$ cat src/hw/sbpl_pkg.sv
package sbpl_pkg;

   // ---------------------------------------------------------------
   // framing bytes
   // ---------------------------------------------------------------
   localparam logic [7:0] ACK_BYTE = 8'hCC;
   localparam logic [7:0] NAK_BYTE = 8'h33;
   localparam logic [7:0] SYNC_BYTE = 8'h55;
   localparam logic [7:0] ZERO_BYTE = 8'h00;

   // ---------------------------------------------------------------
   // command codes and packet lengths
   // ---------------------------------------------------------------
   localparam logic [7:0] CMD_PING = 8'h20;
   localparam logic [7:0] CMD_DOWNLOAD = 8'h21;
   localparam logic [7:0] CMD_RUN = 8'h22;
   localparam logic [7:0] CMD_STATUS = 8'h23;
   localparam logic [7:0] CMD_SEND = 8'h24;
   localparam logic [7:0] CMD_RESET = 8'h25;

   localparam logic [7:0] LEN_MIN = 8'h03;
   localparam logic [7:0] LEN_SHORT = 8'h03;
   localparam logic [7:0] LEN_RUN = 8'h07;
   localparam logic [7:0] LEN_DL = 8'h0B;
   localparam logic [7:0] LEN_MAX = 8'h0B;
   localparam logic [7:0] RESP_LEN = 8'h03;

   // ---------------------------------------------------------------
   // status codes (values are arbitrary)
   // ---------------------------------------------------------------
   localparam logic [7:0] STAT_SUCCESS = 8'h40;
   localparam logic [7:0] STAT_UNKNOWN = 8'h41;
   localparam logic [7:0] STAT_INVALID = 8'h42;
   localparam logic [7:0] STAT_FLASH_FAIL = 8'h43;

   // programmable area, bytes (plain default)
   localparam logic [32:0] FLASH_BYTES = 33'h0_0004_0000;

   // ---------------------------------------------------------------
   // payload store layout
   // ---------------------------------------------------------------
   localparam int PAY_DEPTH = 9;
   localparam logic [7:0] PAY_DEPTH_B = 8'h09;
   localparam logic [3:0] PAY_CMD = 4'h0;
   localparam logic [3:0] PAY_ADDR = 4'h1;
   localparam logic [3:0] PAY_SIZE = 4'h5;
   localparam logic [3:0] PAY_DATA = 4'h1;
   localparam logic [31:0] ADDR_STEP = 32'h0000_0001;

   localparam int BUF_W = 8;

   typedef enum logic [12:0] {
      ST_IDLE = 13'h0001,
      ST_SUM = 13'h0002,
      ST_PAY = 13'h0004,
      ST_CHECK = 13'h0008,
      ST_ERASE = 13'h0010,
      ST_ACK = 13'h0020,
      ST_PROG = 13'h0040,
      ST_WAITW = 13'h0080,
      ST_RLEN = 13'h0100,
      ST_RSUM = 13'h0200,
      ST_RDAT = 13'h0400,
      ST_RWAIT = 13'h0800,
      ST_FIN = 13'h1000
   } sbpl_state_t;

   typedef struct packed {
      sbpl_state_t st;
      logic locked;
      logic onB;
      logic syncSeen;
      logic exec;
      logic dlActive;
      logic pushV;
      logic flashWrReq;
      logic flashEraseReq;
      logic runReq;
      logic swResetReq;
      logic [7:0] len;
      logic [7:0] idx;
      logic [7:0] sum;
      logic [7:0] rxSum;
      logic [7:0] ackByte;
      logic [7:0] status;
      logic [7:0] pushD;
      logic [7:0] flashWrData;
      logic [3:0] pIdx;
      logic [PAY_DEPTH-1:0][7:0] pay;
      logic [31:0] addr;
      logic [31:0] remain;
      logic [31:0] runAddr;
   } sbpl_core_t;

   typedef struct packed {
      logic hV;
      logic [BUF_W-1:0] hD;
      logic tV;
      logic [BUF_W-1:0] tD;
   } sbpl_buf_t;

endpackage

$ cat src/hw/sbpl_loader.sv
// How it works
// packets open with a length byte counting length, checksum and payload
// second byte is the sum of payload bytes only
// intact packet answered 0xCC, failed packet answered 0x33
// acknowledge reflects framing and checksum only, not command validity
// zero bytes may precede a response; host skips them
// response bytes follow back to back once the first is sent
// host answers every device packet with acknowledge or negative one
// host reissues the command after rejecting a device packet
// zeros are skipped while waiting for the host's reply byte
// first payload byte is the command code, then its parameters
// ping 0x20 of length 3 sets status success, acknowledge only
// status query 0x23 returns one-byte packet holding last status
// download 0x21, 11 bytes, carries address then size, MSB first
// download erases the area before acknowledging; status shows validity
// data write 0x24 programs at current address, then advances it
// host sends at most eight data bytes per data write
// session ends when announced byte count has been programmed
// a rejected data write leaves the programming address unchanged
// host sends data writes only after download or data write
// run 0x22, 7 bytes, acknowledged before jumping to the address
// reset 0x25 acknowledged first, then a software system reset
// host should query status after each command
// two 0x55 bytes on the async link are answered with 0xCC
// once one link talks, the other is ignored until reset
// checksum is an 8-bit wrapping sum compared with the received byte
// unknown command or orphan data write is acknowledged, status failure
module sbpl_loader
   import sbpl_pkg::*;
(
   input wire logic core_clk,
   input wire logic rstn,
   input wire logic clkEn,
   input wire logic aValid,
   input wire logic [7:0] aData,
   input wire logic bValid,
   input wire logic [7:0] bData,
   output logic txValid,
   output logic [7:0] txData,
   input wire logic txReady,
   output logic txOnB,
   output logic flashEraseReq,
   output logic flashWrReq,
   output logic [31:0] flashAddr,
   output logic [31:0] flashSize,
   output logic [7:0] flashWrData,
   input wire logic flashDone,
   input wire logic flashErr,
   output logic runReq,
   output logic [31:0] runAddr,
   output logic swResetReq
);

   // ---------------------------------------------------------------
   // state and decode helpers
   // ---------------------------------------------------------------
   sbpl_core_t q;
   sbpl_core_t d;
   logic bufReady;
   logic rxV;
   logic [7:0] rxB;
   logic [7:0] cmd;
   logic [31:0] pAddr;
   logic [31:0] pSize;
   logic [32:0] dlEnd;
   logic dlOk;

   // only the locked link is heard from here on
   assign rxV = q.locked && (q.onB ? bValid : aValid);
   assign rxB = q.onB ? bData : aData;
   assign cmd = q.pay[PAY_CMD];
   assign pAddr = {q.pay[PAY_ADDR], q.pay[PAY_ADDR + 4'h1],
                   q.pay[PAY_ADDR + 4'h2], q.pay[PAY_ADDR + 4'h3]};
   assign pSize = {q.pay[PAY_SIZE], q.pay[PAY_SIZE + 4'h1],
                   q.pay[PAY_SIZE + 4'h2], q.pay[PAY_SIZE + 4'h3]};
   assign dlEnd = {1'b0, pAddr} + {1'b0, pSize};
   assign dlOk = (pSize != 32'h0000_0000) && (dlEnd <= FLASH_BYTES);

   assign txOnB = q.onB;
   assign flashEraseReq = q.flashEraseReq;
   assign flashWrReq = q.flashWrReq;
   assign flashAddr = q.addr;
   assign flashSize = q.remain;
   assign flashWrData = q.flashWrData;
   assign runReq = q.runReq;
   assign runAddr = q.runAddr;
   assign swResetReq = q.swResetReq;

   // ---------------------------------------------------------------
   // outgoing bytes
   // ---------------------------------------------------------------
   // the buffer absorbs a receiver stall so no reply byte is dropped
   sbpl_txbuf u_txbuf (
      .core_clk(core_clk),
      .rstn(rstn),
      .clkEn(clkEn),
      .inValid(q.pushV),
      .inData(q.pushD),
      .inReady(bufReady),
      .outValid(txValid),
      .outData(txData),
      .outReady(txReady)
   );

   // ---------------------------------------------------------------
   // packet engine
   // ---------------------------------------------------------------
   always_comb begin
      d = q;
      d.flashWrReq = 1'b0;
      d.flashEraseReq = 1'b0;
      d.runReq = 1'b0;
      d.swResetReq = 1'b0;
      if (q.pushV && bufReady) begin
         d.pushV = 1'b0;
      end
      case (q.st)
         ST_IDLE: begin
            if (!q.locked) begin
               if (bValid && bData != ZERO_BYTE) begin
                  d.locked = 1'b1;
                  d.onB = 1'b1;
                  d.len = bData;
                  d.sum = ZERO_BYTE;
                  d.idx = ZERO_BYTE;
                  d.st = ST_SUM;
               end else if (aValid) begin
                  if (aData == SYNC_BYTE && q.syncSeen) begin
                     d.locked = 1'b1;
                     d.onB = 1'b0;
                     d.exec = 1'b0;
                     d.ackByte = ACK_BYTE;
                     d.st = ST_ACK;
                  end else begin
                     d.syncSeen = (aData == SYNC_BYTE);
                  end
               end
            end else if (rxV && rxB != ZERO_BYTE) begin
               d.len = rxB;
               d.sum = ZERO_BYTE;
               d.idx = ZERO_BYTE;
               d.st = ST_SUM;
            end
         end
         ST_SUM: begin
            if (rxV) begin
               d.rxSum = rxB;
               d.st = (q.len < LEN_MIN) ? ST_CHECK : ST_PAY;
            end
         end
         ST_PAY: begin
            if (rxV) begin
               // oversize payloads are summed but not kept
               if (q.idx < PAY_DEPTH_B) begin
                  d.pay[q.idx[3:0]] = rxB;
               end
               d.sum = q.sum + rxB;
               d.idx = q.idx + 8'h01;
               if (q.idx + LEN_MIN == q.len) begin
                  d.st = ST_CHECK;
               end
            end
         end
         ST_CHECK: begin
            d.ackByte = ACK_BYTE;
            d.exec = 1'b0;
            d.st = ST_ACK;
            if (q.len < LEN_MIN || q.len > LEN_MAX || q.sum != q.rxSum) begin
               d.ackByte = NAK_BYTE;
            end else begin
               // command validity only lands in status, never in the ack
               case (cmd)
                  CMD_PING: begin
                     d.status = (q.len == LEN_SHORT) ? STAT_SUCCESS
                                                     : STAT_INVALID;
                  end
                  CMD_STATUS: begin
                     d.exec = 1'b1;
                  end
                  CMD_DOWNLOAD: begin
                     d.dlActive = 1'b0;
                     if (q.len == LEN_DL && dlOk) begin
                        d.addr = pAddr;
                        d.remain = pSize;
                        d.flashEraseReq = 1'b1;
                        d.st = ST_ERASE;
                     end else begin
                        d.status = STAT_INVALID;
                     end
                  end
                  CMD_SEND: begin
                     d.status = q.dlActive ? STAT_SUCCESS : STAT_INVALID;
                     d.exec = q.dlActive;
                  end
                  CMD_RUN: begin
                     d.status = (q.len == LEN_RUN) ? STAT_SUCCESS : STAT_INVALID;
                     d.exec = (q.len == LEN_RUN);
                     d.runAddr = pAddr;
                  end
                  CMD_RESET: begin
                     d.status = (q.len == LEN_SHORT) ? STAT_SUCCESS
                                                     : STAT_INVALID;
                     d.exec = (q.len == LEN_SHORT);
                  end
                  default: begin
                     d.status = STAT_UNKNOWN;
                  end
               endcase
            end
         end
         ST_ERASE: begin
            // the ack is held back until flashDone ends the erase, failed or not
            if (flashDone) begin
               d.status = flashErr ? STAT_FLASH_FAIL : STAT_SUCCESS;
               d.dlActive = !flashErr;
               d.ackByte = ACK_BYTE;
               d.exec = 1'b0;
               d.st = ST_ACK;
            end
         end
         ST_ACK: begin
            if (!q.pushV) begin
               d.pushV = 1'b1;
               d.pushD = q.ackByte;
               d.st = ST_IDLE;
               if (q.exec) begin
                  case (cmd)
                     CMD_STATUS: d.st = ST_RLEN;
                     CMD_SEND: begin
                        d.pIdx = PAY_DATA;
                        d.st = ST_PROG;
                     end
                     CMD_RUN: d.st = ST_FIN;
                     CMD_RESET: d.st = ST_FIN;
                     default: d.st = ST_IDLE;
                  endcase
               end
            end
         end
         ST_PROG: begin
            if (q.remain == 32'h0000_0000) begin
               d.dlActive = 1'b0;
               d.st = ST_IDLE;
            end else if ({4'h0, q.pIdx} + LEN_MIN > q.len) begin
               d.st = ST_IDLE;
            end else begin
               d.flashWrData = q.pay[q.pIdx];
               d.flashWrReq = 1'b1;
               d.st = ST_WAITW;
            end
         end
         ST_WAITW: begin
            if (flashDone) begin
               if (flashErr) begin
                  d.status = STAT_FLASH_FAIL;
               end
               d.addr = q.addr + ADDR_STEP;
               d.remain = q.remain - ADDR_STEP;
               d.pIdx = q.pIdx + 4'h1;
               d.st = ST_PROG;
            end
         end
         ST_RLEN: begin
            if (!q.pushV) begin
               d.pushV = 1'b1;
               d.pushD = RESP_LEN;
               d.st = ST_RSUM;
            end
         end
         ST_RSUM: begin
            // a one-byte payload sums to itself
            if (!q.pushV) begin
               d.pushV = 1'b1;
               d.pushD = q.status;
               d.st = ST_RDAT;
            end
         end
         ST_RDAT: begin
            if (!q.pushV) begin
               d.pushV = 1'b1;
               d.pushD = q.status;
               d.st = ST_RWAIT;
            end
         end
         ST_RWAIT: begin
            // either reply closes the exchange; a rejecting host resends
            if (rxV && rxB != ZERO_BYTE) begin
               d.st = ST_IDLE;
            end
         end
         ST_FIN: begin
            // wait until the ack has left the wire before acting
            if (!q.pushV && !txValid) begin
               d.runReq = (cmd == CMD_RUN);
               d.swResetReq = (cmd == CMD_RESET);
               d.st = ST_IDLE;
            end
         end
         default: begin
            d.st = ST_IDLE;
         end
      endcase
   end

   always_ff @(posedge core_clk) begin
      if (!rstn) begin
         q <= '0;
         q.st <= ST_IDLE;
         q.status <= STAT_SUCCESS;
      end else if (clkEn) begin
         q <= d;
      end
   end
endmodule

$ cat src/hw/sbpl_txbuf.sv
module sbpl_txbuf
   import sbpl_pkg::*;
(
   input wire logic core_clk,
   input wire logic rstn,
   input wire logic clkEn,
   input wire logic inValid,
   input wire logic [BUF_W-1:0] inData,
   output logic inReady,
   output logic outValid,
   output logic [BUF_W-1:0] outData,
   input wire logic outReady
);

   // head feeds the output straight from its register; tail catches
   // the word that arrives while the receiver stalls
   sbpl_buf_t q;
   sbpl_buf_t d;
   logic pop;
   logic push;

   assign inReady = !q.tV;
   assign outValid = q.hV;
   assign outData = q.hD;

   always_comb begin
      d = q;
      pop = q.hV && outReady;
      push = inValid && !q.tV;
      if (pop) begin
         d.hV = q.tV || push;
         d.hD = q.tV ? q.tD : inData;
         d.tV = q.tV && push;
         d.tD = inData;
      end else if (push) begin
         if (!q.hV) begin
            d.hV = 1'b1;
            d.hD = inData;
         end else begin
            d.tV = 1'b1;
            d.tD = inData;
         end
      end
   end

   always_ff @(posedge core_clk) begin
      if (!rstn) begin
         q <= '0;
      end else if (clkEn) begin
         q <= d;
      end
   end

endmodule
$ cat config.mk
export PLATFORM = sky130hd
export DESIGN_NAME = sbpl_loader
export DESIGN_NICKNAME = d
export VERILOG_FILES = /design/src/hw/sbpl_pkg.sv /design/src/hw/sbpl_loader.sv /design/src/hw/sbpl_txbuf.sv
export SDC_FILE = /design/constraint.sdc
export NUM_CORES = 1
export LEC_CHECK = 0
export BUFFER_PORTS_ARGS = -buffer_cell sky130_fd_sc_hd__buf_2
export CAP_MARGIN = 15
export CORE_MARGIN = 8
export CORE_UTILIZATION = 35
export CTS_BUF_LIST = sky130_fd_sc_hd__clkbuf_2 sky130_fd_sc_hd__clkbuf_4 sky130_fd_sc_hd__clkbuf_8
export DETAILED_ROUTE_END_ITERATION = 7
export GPL_TIMING_DRIVEN = 0
export PLACE_DENSITY = 0.55
export SYNTH_ARGS = -nofsm -noshare
export SYNTH_HDL_FRONTEND = slang
export SYNTH_SLANG_ARGS = --single-unit
export TNS_END_PERCENT = 5
$ cat constraint.sdc
create_clock -name core_clk -period 4.2 [get_ports core_clk]
set_clock_uncertainty 0.2 [all_clocks]
set_input_delay 0.63 -clock core_clk [delete_from_list [all_inputs] [get_ports core_clk]]
set_output_delay 0.63 -clock core_clk [all_outputs]
set_load 0.005 [all_outputs]
Word level (Yosys, flattened, before mapping)
Index checks and enable logic that the tools add are counted.
{ "totals": {"reg_bits": 277, "mem_count": 0, "rom_bits": 0, "latch_bits": 0, "elab_cells": 268, "out_inout_bits": 118, "inputBits": 24, "mem_bits_rw": 0} }
{ "op_classes": {"mul": 0, "reduce_logical": 57, "muxes": 97, "addsub": 8, "shifts": 0, "n_lt_le_gt_ge": 8, "div_mod_pow": 0, "n_eq_ne": 56, "bitwise_logic": 6} }
{ "op_table": {"columns": ["cell", "n"], "rows": [
  ["$mux W13", 16],
  ["$mux W64", 3],
  ["$pmux W13 S13", 1],
  ["$mux W8", 19],
  ["$pmux W64 S2", 1],
  ["$mux W96", 1],
  ["$bwmux W72", 1],
  ["$mux W24", 3],
  ["$pmux W8 S3", 3],
  ["$eq A8 B6 Y1 const B", 6],
  ["$ne A2 B2 Y1 const B", 23],
  ["$pmux W8 S5", 1],
  ["$pmux W13 S3", 1],
  ["$mux W18", 2],
  ["$add A32 B32 Y33", 1],
  ["$le A33 B19 Y1 const B", 1],
  ["$add A32 B1 Y32 const B", 1],
  ["$bmux W8 S4", 1],
  ["$demux W8 S4", 1],
  ["$logic_not A32 Y1", 1],
  ["$mux W16", 2],
  ["$mux W32", 1],
  ["$pmux W16 S2", 1],
  ["$reduce_bool A32 Y1", 1],
  ["other kinds (61)", 140]
]} }

Depth between registers and ports, before layout
{ "logic_depth": {"ltp_word": 8, "ltp_mapped": 15, "depth_no_buf": 14} }

Modules after synthesis
A second synthesis with hierarchy kept.
{ "unflattened": {"hier_cells": 2345, "hier_area_um2": 17468.0} }
{ "modules_own_cells": {"columns": ["mod", "seq_area_each_um2", "n_inst", "cells_per_inst", "area_per_inst_um2"], "rows": [
  ["sbpl_loader", 4884.7, 1, 2253, 16646.0],
  ["sbpl_txbuf", 360.3, 1, 92, 822.0]
]} }

Worst setup path after synthesis
Ideal clock, no wire load.
{ "synth_timing": {"path_kind": "register to register", "startpoint": "register q (netlist bit pAddr[0])", "endpoint": "register q (netlist bit flashAddr[19])", "synth_period_minus_slack_ps": 4114, "setup_time_ps": 142, "slack_ps": 86, "arrival_time_ps": 3772, "path_buffers": 2, "t_required_ps": 3858, "path_stages_with_launch": 15, "cell_sequence": "dfxtp_1 -> ha_1 -> fa_1 -> a211oi_2 -> o21ai_2 -> a32o_1 -> or3_1 -> a221oi_2 -> xnor2_1 -> or3_1 -> or4b_1 -> buf_2 -> a21oi_4 -> buf_2 -> a221oi_1"} }
{ "synth_between": {"elab_chain_len": 6} }
{ "synth_lines": {"columns": ["element", "line_no", "rtl"], "rows": [
  ["from (decl)", "sbpl_loader.sv:57", "sbpl_core_t q;"],
  ["$add A32 B32 Y33", "sbpl_loader.sv:76", "assign dlEnd = {1'b0, pAddr} + {1'b0, pSize};"],
  ["$le A33 B19 Y1", "sbpl_loader.sv:77", "assign dlOk = (pSize != 32'h0000_0000) && (dlEnd <= FLASH_BYTES);"],
  ["$logic_and A1 B1 Y1", "sbpl_loader.sv:77", null],
  ["$logic_and A1 B1 Y1", "sbpl_loader.sv:182", "if (q.len == LEN_DL && dlOk) begin"],
  ["$ne A2 B2 Y1 (no source line)", null, null],
  ["$reduce_and A6 Y1 (no source line)", null, null]
]} }
No other way between the ends.
A chain may end at the register's enable or synchronous reset.

Worst setup path in the final report
{ "layout_timing": {"startpoint": "register q (netlist bit pSize[0])", "endpoint": "register q (netlist bit flashAddr[30])"} }
{ "layout_between": {"elab_chain_len": 6, "word_cells_on_any_way": 7, "classes_between": "add/sub (1); order compare (1); eq/ne (1); reduce/logical (4)"} }
{ "layout_lines": {"columns": ["element", "line_no"], "rows": [
  ["$add A32 B32 Y33", "sbpl_loader.sv:76"],
  ["$le A33 B19 Y1", "sbpl_loader.sv:77"],
  ["$logic_and A1 B1 Y1 *", "sbpl_loader.sv:77"],
  ["$logic_and A1 B1 Y1 *", "sbpl_loader.sv:182"],
  ["$ne A2 B2 Y1 (no source line) *", null],
  ["$reduce_and A6 Y1 (no source line) *", null]
]} }
Mark *: on every way between the ends. The rest lies on a longest branch, timed or not.

==> flow_summary.ini <==
[clocking]
clockBufferDepth = 3
h-tree-depth = 2
clk_latency_ps = 640
cts_sinks = 256
clk_pin_slew_worst_paths_ps = 60
numCtsBuffers = 50
cts_tree = built
root_buffer = clkbuf_8

[yosys]
synth_edf_count = 0
syn_inst = 2168
async_reset_ff_share_pct = 0
syn_area_per_cell_um2 = 7.63
synth_warnings = 0
synth_cell_types = 83
synth_top_cell_area_share_pct = 31.0
synth_area_leader_cell = dfxtp_1
synth_ff_type = dfxtp_1
syn_area_mm2 = 0.0165
synth_area_leaders = dfxtp_1 (31%), a21oi_1 (7.3%), nor2_1 (6.7%), nand2_1 (5.6%), buf_4 (5.1%)
synth_nets = 2247
seq_area_frac_synth_pct = 31.0
ys_ff_latch = 256

[routing]
final_antenna_net_count = 0
first_iter_violations = 2094
num_vias = 17900
drcViolationCount = 0
drt_first_pass_iters = 6
detail_route.wl_per_cell_um = 24.2
drt_wl_total_um = 73200
vias_per_cell = 5.90

[floorplan]
die_h_um = 233
pin_count = 142
die_x_um = 233
core_mm2 = 0.0466
start_util_pct = 35.5
rows = 79
die_area_mm2 = 0.0545

[place]
gp_congestion = 0.983
dp_hpwl_um = 54400
placed_cells = 2916
port_buffers = 140
place_ws_ps = -1210

[power_and_ir_drop]
power.leakage_nw = 8.08
p_per_area_mw_per_mm2 = 294
peakVddDrop_v = 0.000226

[run]
drv_cap = 0

[finish]
fillCellCount = 4877
fin_util_pct = 42.4
regArea_mm2 = 0.00520
layout_commonest_cell = nor2_1
multi_input_area_mm2 = 0.0103
final_cells = 3025
fin_nets = 2465
drive_gt1_share_pct = 22.0
layout_common_cells = nor2_1 (293), nand2_1 (243), a21oi_1 (234)
syn2layout_area_growth_pct = 19.4

[worst_hold_path]
worstHoldPathType = input port to flop

[worst_setup_path]
crit_arrival_ps = 4650
cp_max_fo = 6
rrSetupSlack_ps = -180
crit_type = flop to flop
cp-start-kind = flop
worst_setup_path_end_kind = flop
cp.required_ps = 4470

[outcome]
violations = negative setup slack
status = finished with violations

[global_routing]
grt_max_degree = 13
grt_pass1_vias = 16600
grt_pass1_wl_um = 106000
grt.overflow.total = 0
grt_usage_pct = 25.7
antenna_found_initial = 3

[timing]
relSlewSlack_pct = 14.8
whs_ps = 69.4
setup_viol = 38
fmax_mhz = 228
period_needed_ps = 4380
slew_viol_final = 0
period_share_pct = 104
hold_viol_final = 0
worst_slack_ps = -183
rsz0062_at_grt = true
tightest_slew_ps = 1270
-- flip-flops by register name (all words and copies together) (netlist names) --
signal and flops:
flashEraseReq 1, u_txbuf.q 6, cmd 8, flashSize 32, q 63, runAddr 32
pAddr 32, u_txbuf.outData 5, flashWrReq 1, txOnB 1, u_txbuf.outValid 1, runReq 1
swResetReq 1, pSize 32, flashWrData 8, flashAddr 32
-- report_power, final --
group | switching [mW] | internal [mW] | total (mW)
Sequential | 0.0222 | 2.44 | 2.47
Combinational | 0.554 | 0.171 | 0.725
Clock | 1.17 | 1.45 | 2.61
Total | 1.74 | 4.06 | 5.81
-- synth_stat cells (all sizes together) (9+ instances only) --
library cell and count:
o21ai 73, and3 17, mux4 16, a41oi 10, a21o 15, nor2 294, nor3 58, or4 17
xor2 34, nand2 247, clkbuf 122, nand3 52, nand4 23, ha 53, o31ai 18, or3 17
inv 44, a211oi 50, o21a 10, dfxtp 256, nand3b 9, nor4 33, a221oi 24, o211ai 30
a21oi 241, a31oi 32, xnor2 42, nor2b 9, buf 126, nand2b 16, a22oi 11, mux2i 59
-- worst max-delay path: stages, from the launching register on --
cell,delay [ps]
dfxtp_4,370
ha_4,160
fa_2,360
a211oi_4,310
o21ai_4,110
a32o_2,280
or3_4,390
a221oi_4,310
xnor2_2,110
or3_4,340
or4b_4,660
a21oi_4,330
buf_6,190
a221oi_1,80
-- per-stage QoR --
stage                     setup TNS [ps]  power (mW)  area, um^2
after floorplan                        0        2.92       16500
after global placement            -88020        3.19       18000
after detailed placement          -82860        3.19       18000
after CTS                          -5060        5.80       19500
after global routing               -9120        5.98       19700
final                              -4630        5.81       19700
-- metal layers --
layer | global-route usage, % | vias up | share of wire (%)
met5 | 0 | - | 0
met4 | 10.3 | 0 | 4.1
met3 | 5.03 | 182 | 10
met2 | 40.7 | 980 | 45
met1 | 34.0 | 8532 | 41
li1 | - | 8164 | -
-- path summary, 6_finish.rpt --
check                                 from       endpoint  cells past startpoint
worst max-delay path              pSize[0]  flashAddr[30]                     13
worst min-delay path               txReady   u_txbuf.q[8]                      2
worst max register to register    pSize[0]  flashAddr[30]                     13
worst min register to register  runAddr[8]     runAddr[8]                      2
-- cell type report --
type	instances	area share (%)
multi-input cells	1620	52.1
repair buffers	170	4.75
inverters	44	0.837
clock inverters	8	0.361
flip-flops and latches	256	26.3
clock buffers	74	4.65
diodes	2	0.0254
well taps	607	3.85
plain buffers	244	7.13
-- cells by family after synthesis --
logic type	synth area share (%)
adder cells (fa/ha/maj)	4.25
buffers and inverters	9.27
multiplexers	5.89
XOR/XNOR	4.03
flip-flops	31.0
AND/OR/NAND/NOR	23.0
AO/OA/AOI/OAI	22.6
-- what timing repair did --
item / CTS / global route
cloned: 3 / 0
pin swaps: 16 / 19
buffers inserted: 16 / 10
hold buffers: 0 / 0
hold endpoints to repair: 0 / 0
resized for setup: 96 / 65
setup endpoints to repair: 154 / 176
Note: power is estimated with default switching activity, not from simulation.
